[config.mk]
export PLATFORM = sky130hd
export DESIGN_NAME = vcs_top
export DESIGN_NICKNAME = d
export VERILOG_FILES = /design/src/hw/vcs_channel.v /design/src/hw/vcs_top.v
export VERILOG_INCLUDE_DIRS = /design/src /design/src/hw
export SDC_FILE = /design/constraint.sdc
export NUM_CORES = 1
export LEC_CHECK = 0
export CAP_MARGIN = 10
export CORE_MARGIN = 2
export CORE_UTILIZATION = 69
export CTS_CLUSTER_SIZE = 30
export DETAILED_ROUTE_END_ITERATION = 7
export DONT_BUFFER_PORTS = 1
export MAX_ROUTING_LAYER = met4
export PLACE_DENSITY = 0.85
export SLEW_MARGIN = 20
export SYNTH_ARGS = -nofsm -noshare
export SYNTH_HDL_FRONTEND = slang
export SYNTH_SLANG_ARGS = --single-unit
[constraint.sdc]
create_clock -name clk -period 3.93 [get_ports clk]
set_clock_uncertainty 0.2 [all_clocks]
set_input_delay 0.1965 -clock clk [delete_from_list [all_inputs] [get_ports clk]]
set_output_delay 0.1965 -clock clk [all_outputs]
set_load 0.005 [all_outputs]
[src/hw/vcs_defines.vh]
// register map, field positions and reset values of the capture status bank
`ifndef VCS_DEFINES_VH
`define VCS_DEFINES_VH
`define VCS_ADDR_W 4
`define VCS_OFF_STAT_A 4'h0
`define VCS_OFF_STAT_B 4'h1
`define VCS_OFF_CTRL 4'h2
`define VCS_OFF_IRQ_STAT 4'h3
`define VCS_OFF_IRQ_EN 4'h4
`define VCS_OFF_IRQ_CLR 4'h5
`define VCS_BIT_SYNC 31
`define VCS_BIT_FRAME 30
`define VCS_BIT_F2 29
`define VCS_BIT_F1 28
`define VCS_BIT_FIELD 12
`define VCS_RST_STAT 32'h00000000
`define VCS_RST_CTRL 32'h00000000
`define VCS_LINE_ONE 12'h001
`define VCS_MODE_VIDEO 1'b0
`endif

[src/hw/vcs_channel.v]
// one capture channel status word: position, sync and completion flags
`timescale 1ns/1ps
module vcs_channel
(
   input wire clk,
   input wire rst_b,
   input wire ce,
   input wire raw_mode,
   input wire hold_mode,
   input wire sync_line_select,
   input wire [11:0] field1_irq_line,
   input wire [11:0] field2_irq_line,
   input wire [11:0] pixel_counter,
   input wire [11:0] line_counter,
   input wire [23:0] sample_counter,
   input wire active_field,
   input wire frame_done,
   input wire field1_done,
   input wire field2_done,
   input wire clr_wr,
   input wire [2:0] clr_bits,
   output wire [31:0] status,
   output wire [2:0] done_pulse,
   output wire capture_allow
);
`include "vcs_defines.vh"
reg frame_sync_flag;
reg frame_done_flag;
reg field1_done_flag;
reg field2_done_flag;
reg active_field_flag;
reg [11:0] horiz_position;
reg [11:0] vert_position;
wire [11:0] sync_end_line;
wire vid;
assign vid = (raw_mode == `VCS_MODE_VIDEO);
assign sync_end_line = sync_line_select ? field2_irq_line : field1_irq_line;
assign done_pulse = {frame_done, vid & field2_done, vid & field1_done};
// software must drain the flags before more capture in hold mode
assign capture_allow = ~hold_mode |
   ~(frame_done_flag | field1_done_flag | field2_done_flag);
// bits 15..13 are tied low here, so writes never reach them
assign status = {frame_sync_flag, frame_done_flag, field2_done_flag,
   field1_done_flag, vert_position, 3'b000, active_field_flag,
   horiz_position};
always @(posedge clk)
begin
   if (!rst_b)
   begin
      frame_sync_flag <= 1'b0;
      frame_done_flag <= 1'b0;
      field1_done_flag <= 1'b0;
      field2_done_flag <= 1'b0;
      active_field_flag <= 1'b0;
      horiz_position <= 12'h000;
      vert_position <= 12'h000;
   end
   else if (ce)
   begin
      if (vid)
      begin
         horiz_position <= pixel_counter;
         vert_position <= line_counter;
         active_field_flag <= active_field;
         if (line_counter == `VCS_LINE_ONE && !active_field)
            frame_sync_flag <= 1'b1;
         else if (line_counter == sync_end_line)
            frame_sync_flag <= 1'b0;
      end
      else
      begin
         horiz_position <= sample_counter[11:0];
         vert_position <= sample_counter[23:12];
         active_field_flag <= 1'b0;
         frame_sync_flag <= 1'b0;
      end
      // set is ordered after clear so a same-cycle event survives
      if (clr_wr && clr_bits[2])
         frame_done_flag <= 1'b0;
      if (frame_done)
         frame_done_flag <= 1'b1;
      if (clr_wr && clr_bits[1])
         field2_done_flag <= 1'b0;
      if (vid && field2_done)
         field2_done_flag <= 1'b1;
      if (clr_wr && clr_bits[0])
         field1_done_flag <= 1'b0;
      if (vid && field1_done)
         field1_done_flag <= 1'b1;
   end
end
endmodule

[src/hw/vcs_top.v]
// capture status bank for two channels with an avalon-mm slave
//
// Summary of operation
// - video modes show pixel counter low and line counter high.
// - raw and stream modes show the 24-bit sample count split in halves.
// - sync flag sets at line 1 of field 1, clears at selected irq line.
// - frame done flag sets after whole frame, block or packet.
// - field 2 done flag sets in video modes only.
// - field 1 done flag sets in video modes only.
// - done flags clear on written one; other fields ignore writes.
// - every status field reads zero after reset.
// - bits 15 to 13 read zero and ignore writes.
//
// Local design decisions: register access over Avalon-MM and the register offsets.
`timescale 1ns/1ps
module vcs_top
(
   input wire clk,
   input wire rst_b,
   input wire ce,
   input wire [3:0] avs_address,
   input wire avs_read,
   input wire avs_write,
   input wire [31:0] avs_writedata,
   input wire [3:0] avs_byteenable,
   output reg [31:0] avs_readdata,
   output wire avs_waitrequest,
   output wire irq,
   input wire [11:0] a_pixel_counter,
   input wire [11:0] a_line_counter,
   input wire [23:0] a_sample_counter,
   input wire a_active_field,
   input wire a_frame_done,
   input wire a_field1_done,
   input wire a_field2_done,
   input wire [11:0] a_field1_irq_line,
   input wire [11:0] a_field2_irq_line,
   input wire a_sync_line_select,
   output wire a_capture_allow,
   input wire [11:0] b_pixel_counter,
   input wire [11:0] b_line_counter,
   input wire [23:0] b_sample_counter,
   input wire b_active_field,
   input wire b_frame_done,
   input wire b_field1_done,
   input wire b_field2_done,
   input wire [11:0] b_field1_irq_line,
   input wire [11:0] b_field2_irq_line,
   input wire b_sync_line_select,
   output wire b_capture_allow
);
`include "vcs_defines.vh"
// ctrl: bit0 a raw/stream mode, bit1 a hold mode, bit2/3 same for b
reg [3:0] ctrl;
reg [5:0] irq_status;
reg [5:0] irq_enable;
reg ack;
wire [31:0] stat_a;
wire [31:0] stat_b;
wire [2:0] pulse_a;
wire [2:0] pulse_b;
wire req;
wire wr_go;
wire rd_go;
wire hit_a;
wire hit_b;
wire [5:0] irq_clr;
// one wait state: the answer comes on the second edge of a request
assign req = avs_read | avs_write;
assign avs_waitrequest = req & ~ack;
assign wr_go = avs_write & ack & ce;
assign rd_go = avs_read & ~ack & ce;
assign hit_a = wr_go && avs_address == `VCS_OFF_STAT_A &&
   avs_byteenable[3];
assign hit_b = wr_go && avs_address == `VCS_OFF_STAT_B &&
   avs_byteenable[3];
assign irq_clr = (wr_go && avs_address == `VCS_OFF_IRQ_CLR &&
   avs_byteenable[0]) ? avs_writedata[5:0] : 6'h00;
assign irq = |(irq_status & irq_enable);
vcs_channel u_a
(
   .clk(clk),
   .rst_b(rst_b),
   .ce(ce),
   .raw_mode(ctrl[0]),
   .hold_mode(ctrl[1]),
   .sync_line_select(a_sync_line_select),
   .field1_irq_line(a_field1_irq_line),
   .field2_irq_line(a_field2_irq_line),
   .pixel_counter(a_pixel_counter),
   .line_counter(a_line_counter),
   .sample_counter(a_sample_counter),
   .active_field(a_active_field),
   .frame_done(a_frame_done),
   .field1_done(a_field1_done),
   .field2_done(a_field2_done),
   .clr_wr(hit_a),
   .clr_bits(avs_writedata[30:28]),
   .status(stat_a),
   .done_pulse(pulse_a),
   .capture_allow(a_capture_allow)
);
vcs_channel u_b
(
   .clk(clk),
   .rst_b(rst_b),
   .ce(ce),
   .raw_mode(ctrl[2]),
   .hold_mode(ctrl[3]),
   .sync_line_select(b_sync_line_select),
   .field1_irq_line(b_field1_irq_line),
   .field2_irq_line(b_field2_irq_line),
   .pixel_counter(b_pixel_counter),
   .line_counter(b_line_counter),
   .sample_counter(b_sample_counter),
   .active_field(b_active_field),
   .frame_done(b_frame_done),
   .field1_done(b_field1_done),
   .field2_done(b_field2_done),
   .clr_wr(hit_b),
   .clr_bits(avs_writedata[30:28]),
   .status(stat_b),
   .done_pulse(pulse_b),
   .capture_allow(b_capture_allow)
);
always @(posedge clk)
begin
   if (!rst_b)
   begin
      ack <= 1'b0;
      ctrl <= 4'h0;
      irq_status <= 6'h00;
      irq_enable <= 6'h00;
      avs_readdata <= 32'h00000000;
   end
   else if (ce)
   begin
      ack <= req & ~ack;
      // new events beat a simultaneous clear
      irq_status <= (irq_status & ~irq_clr) | {pulse_b, pulse_a};
      if (wr_go && avs_address == `VCS_OFF_CTRL && avs_byteenable[0])
         ctrl <= avs_writedata[3:0];
      if (wr_go && avs_address == `VCS_OFF_IRQ_EN && avs_byteenable[0])
         irq_enable <= avs_writedata[5:0];
      if (rd_go)
      begin
         case (avs_address)
            `VCS_OFF_STAT_A: avs_readdata <= stat_a;
            `VCS_OFF_STAT_B: avs_readdata <= stat_b;
            `VCS_OFF_CTRL: avs_readdata <= {28'h0000000, ctrl};
            `VCS_OFF_IRQ_STAT: avs_readdata <= {26'h0, irq_status};
            `VCS_OFF_IRQ_EN: avs_readdata <= {26'h0, irq_enable};
            default: avs_readdata <= 32'h00000000;
         endcase
      end
   end
end
endmodule

Word level (Yosys, flattened, before mapping)
Index checks and enable logic that the tools add are counted.

Eq/ne operators: 9. Muxes and demuxes: 28. Bitwise logic cells: 27. Reductions and logical operators: 45.

Operators with widths (count): $pmux 32 s5 (1); $mux 12 (6); $eq 12x1->1 const B (2); $eq 12x12->1 (2); $logic_and 1x1->1 (22); $reduce_and 2->1 (11); $mux 1 (20); $and 6x6->6 (2); $reduce_bool 2->1 (6); $and 1x1->1 (9); $eq 4x2->1 const B (2); $eq 4x3->1 const B (2); $not 1->1 (7); $or 1x1->1 (7); $mux 6 (1); $not 6->6 (1); $or 6x6->6 (1); $reduce_bool 3->1 (2); $reduce_or 6->1 (1); $eq 4x1->1 const B (1); $logic_not 4->1 (1); $logic_not 1->1 (2).

Bits in registers: 107. Input port bits: 199. Output and inout bits: 36. Logic and storage cells: 128.

Longest topological paths before layout
Depth after elaboration: 8. Gate-level depth with buffers: 7. Depth with buffers taken out: 5.

Hierarchy
Synthesis repeated with hierarchy kept, for this count alone.

Cells, all modules: 619. Area, all modules: 5644.2 um2.

By module, submodules not included: vcs_channel (times used 2, cells each 174, area an instance 1682.9 um2, seq. area each 580.6 um2); vcs_top (times used 1, cells each 271, area an instance 2278.4 um2, seq. area each 980.9 um2).

Worst setup path before layout
Ideal clock, no wire load.

Path type: input port to flip-flop. From: input port avs_address[0]. To: register avs_readdata[0]. Setup time: 0.115 ns. Data arrival time: 1.340 ns. Required time: 3.615 ns. Path slack: 2.275 ns. Stages on the path: 6. Path buffers: 2. Cells stage by stage: buf_4 -> buf_2 -> mux2_2 -> a221oi_1 -> o21ai_0 -> and2_1.

Word-level cells in the longest chain between the ends: 2. Elaborated cells on any way between the ends: 6. Classes of those cells: eq/ne (4); mux (1); reduce/logical (1).

RTL lines: start, declared (RTL line vcs_top.v:21) `input wire [3:0] avs_address,`; $eq 4x3->1 (tied with other cells) (RTL line vcs_top.v:147) `case (avs_address)`; $pmux 32 s5 (*) (RTL line vcs_top.v:147); end signal, assigned (RTL line vcs_top.v:148) `` `VCS_OFF_STAT_A: avs_readdata <= stat_a; ``; end signal, assigned (RTL line vcs_top.v:149) `` `VCS_OFF_STAT_B: avs_readdata <= stat_b; ``; end signal, assigned (RTL line vcs_top.v:150) `` `VCS_OFF_CTRL: avs_readdata <= {28'h0000000, ctrl}; ``; end, declared (RTL line vcs_top.v:26) `output reg [31:0] avs_readdata,`.

Mark *: on every way between the ends. The rest lies on a longest branch, timed or not. A chain may end at the register's enable or synchronous reset.

Final worst setup path
From: register ack. To: register avs_readdata[8].

Word-level cells in the longest chain between the ends: 4.

RTL lines: start, declared (RTL line vcs_top.v:57) `reg ack;`; start signal, assigned (RTL line vcs_top.v:138) `ack <= req & ~ack;`; $not 1->1 (RTL line vcs_top.v:72) `assign rd_go = avs_read & ~ack & ce;`; $and 1x1->1 (2 in series) (RTL line vcs_top.v:72); $reduce_and 2->1 (no source line).

No other way between the ends.

==> impl_metrics.csv <==
group,metric,value,unit
detailed_routing,wl,20.5,mm
place,io_buffer_count,0,
worst_setup_path,crit_fanout,31,
synth,ys_types,41,
die,dieWidth,93.8,um
timing,setup_viol,0,
power,power_frac_seq,53.4,%
cts,cts_htree_levels,3,
detailed_routing,routed-via-count,5655,
synth,avgSynthCellArea,9.33,um2
outcome,status,"completed",
cells_and_area,layout_commonest_cell,"dlygate4sd3_1",
synth,ys_ff_latch,104,
synth,syn_area,5570,um2
power,p_leak,2.86,nW
cts,cts_tree,"done",
worst_setup_path,r2r_slack,1.33,ns
place,placed_cell_area,5470,um2
cts,postCtsSetupBuffers,0,
die,core_area,7770,um2
timing,period_share,66.2,%
detailed_routing,viasPerCell,7.09,
power,netSwitchingPower,0.586,mW
power,p_sw_share,27.7,%
place,dp_hpwl,10.2,mm
cts,clk_path_buf_depth,2,
synth,ys_warn_count,0,
detailed_routing,drtAntennaViolNets,0,
detailed_routing,drtIter0Drc,606,
synth,synthFlopType,"dfxtp_1",
cells_and_area,post-route-cell-area,6960,um2
global_route,antenna_found_initial,0,
place,post-place-cells,655,
power,clockPowerShare,30.7,%
cts,clock-sinks,104,
die,rows,32,
cells_and_area,nets,890,
die,dieHeight,93.8,um
global_route,grt_overflow,0,
die,dieArea,8800,um2
synth,ys_seq_area_share,37.4,%
detailed_routing,dr.pass1.iters,5,
worst_setup_path,critPathCaptureType,"flop",
die,io_pins,235,
die,initial_core_util,71.7,%
cells_and_area,antenna_cells,0,
cts,root_buffer,"clkbuf_8",
synth,synth-edff-count,0,
detailed_routing,route.detailed.drc,0,
cts,cts_buffers,9,
cells_and_area,drive_gt1_share,4.74,%
global_route,grt.total_usage,47.4,%
cells_and_area,syn_to_final_growth,25.0,%
place,globalplace.congestion,0.892,
global_route,grt_pass1_vias,5827,
power,p_per_area,305,nW/um2
cells_and_area,fin_cells,798,
power,internal_power,1.53,mW
cts,cts_hold_buf,127,
global_route,grt_max_degree,106,
cts,clk_latency,0.37,ns
timing,fin_setup_tns,0,ns
worst_setup_path,critical_path_class,"reg2reg",
timing,worst_slew_pin_slew,1.11,ns
timing,fmax,384,MHz
cts,path_clk_slew,0.11,ns
power,pwr-share-comb,15.8,%
flow_run,drv_cap,0,
worst_setup_path,startpoint_type,"flop",
synth,syn_inst,597,
global_route,grt_pass1_wl,31.0,mm
timing,min_period,2.60,ns
timing,slew_viol_final,0,
worst_setup_path,crit_required,4.00,ns
timing,hold_violations,0,
power,max-vdd-ir-drop,0.228,mV
synth,async_flop_share,0,%
worst_setup_path,cp.arrival,2.68,ns
cts,cts_resized,0,
detailed_routing,detail_route.wl_per_cell,25.7,um
timing,maxSlewHeadroom,26.3,%
cells_and_area,final_cell_mix,"dlygate4sd3_1, dfxtp_1, nand2_1",
timing,rsz0062_at_grt,"no",
hold_path,min_path_type,"in2reg",
-- registers in the layout (all words and copies together), names as in the netlist, 4 cells and up --
name	flops
avs_readdata	29
ctrl	4
irq_enable	6
irq_status	6
u_a.horiz_position	12
u_a.vert_position	12
u_b.horiz_position	12
u_b.vert_position	12
-- synth_stat cells (4+ instances only) --
cell type,n,area (um2)
dfxtp_1,104,2080
buf_4,6,45.0
buf_2,14,70.1
clkbuf_1,24,90.1
nor3_1,5,25.0
mux2i_1,86,861
nand2_1,89,334
o211a_1,48,480
mux2_2,4,45.0
a22oi_1,31,233
a21boi_0,8,60.1
xor2_1,24,210
nor4_1,7,43.8
o31ai_1,5,37.5
a21boi_1,6,45.0
nor2_1,5,18.8
buf_6,5,56.3
inv_1,6,22.5
and2_1,26,163
o21ai_0,21,105
nor2b_1,21,131
nand4_1,6,37.5
o21ai_1,19,95.1
-- cell families (layout without fill, tap and decap cells) --
kind of cell	after synthesis	in the layout	synth area share, %
simple gates	175	175	17.0
xor+xnor	24	24	3.78
compound gates	148	148	20.4
flops	104	104	37.4
buf+inv	55	152	5.10
other cells	1	3	0.0674
mux	90	90	16.3
-- through the flow --
| step | utilization [%] | power [mW] | hold slack, ns | setup WS, ns |
|---|---|---|---|---|
| detailed placement | 70.4 | 1.32 | 0.131 | 1.55 |
| global route | 89.6 | 2.18 | 0.0494 | 1.26 |
| floorplan | - | 1.33 | 0.149 | 2.27 |
| CTS | 89.6 | 2.07 | 0.00433 | 1.53 |
| global placement | 70.4 | 1.31 | 0.125 | 1.61 |
| finish | 89.6 | 2.12 | 0.0368 | 1.33 |
-- worst paths after layout --
path	end	cells past startpoint	start
setup / recovery	avs_readdata[8]	5	ack
hold / removal	u_a.horiz_position[9]	2	rst_b
setup reg to reg	avs_readdata[8]	5	ack
hold reg to reg	u_a.vert_position[2]	1	u_a.vert_position[2]
-- routing by layer --
layer | routed length [um] | track usage [%] | vias up
met2 | 9880 | 77.2 | 513
met4 | 1290 | 28.9 | 0
met5 | 0 | - | -
met1 | 6970 | 51.6 | 2650
met3 | 2360 | 12.7 | 155
li1 | - | - | 2337
-- area by class of cell --
| class | instances | area (um2) |
|---|---|---|
| flip-flops and latches | 104 | 2080 |
| inverters | 6 | 22.5 |
| fillers | 331 | 808 |
| multi-input cells | 440 | 3210 |
| well taps | 102 | 128 |
| repair buffers | 130 | 1330 |
| clock inverters | 6 | 48.8 |
| clock buffers | 10 | 138 |
-- power by group through the flow --
stage	clock network, mW	logic (mW)	registers, mW
floorplan	0	0.186	1.14
global placement	0	0.162	1.15
detailed placement	0	0.170	1.15
CTS	0.639	0.305	1.13
global route	0.690	0.352	1.14
finish	0.652	0.335	1.13
-- critical path, cell delays in order (launching register included) --
cell	delay, ns
dfxtp_1	0.41
nand3b_1	0.12
buf_4	0.35
or3_1	0.91
o21ai_0	0.27
and2_1	0.23
Power figures use the tool's default switching activity.
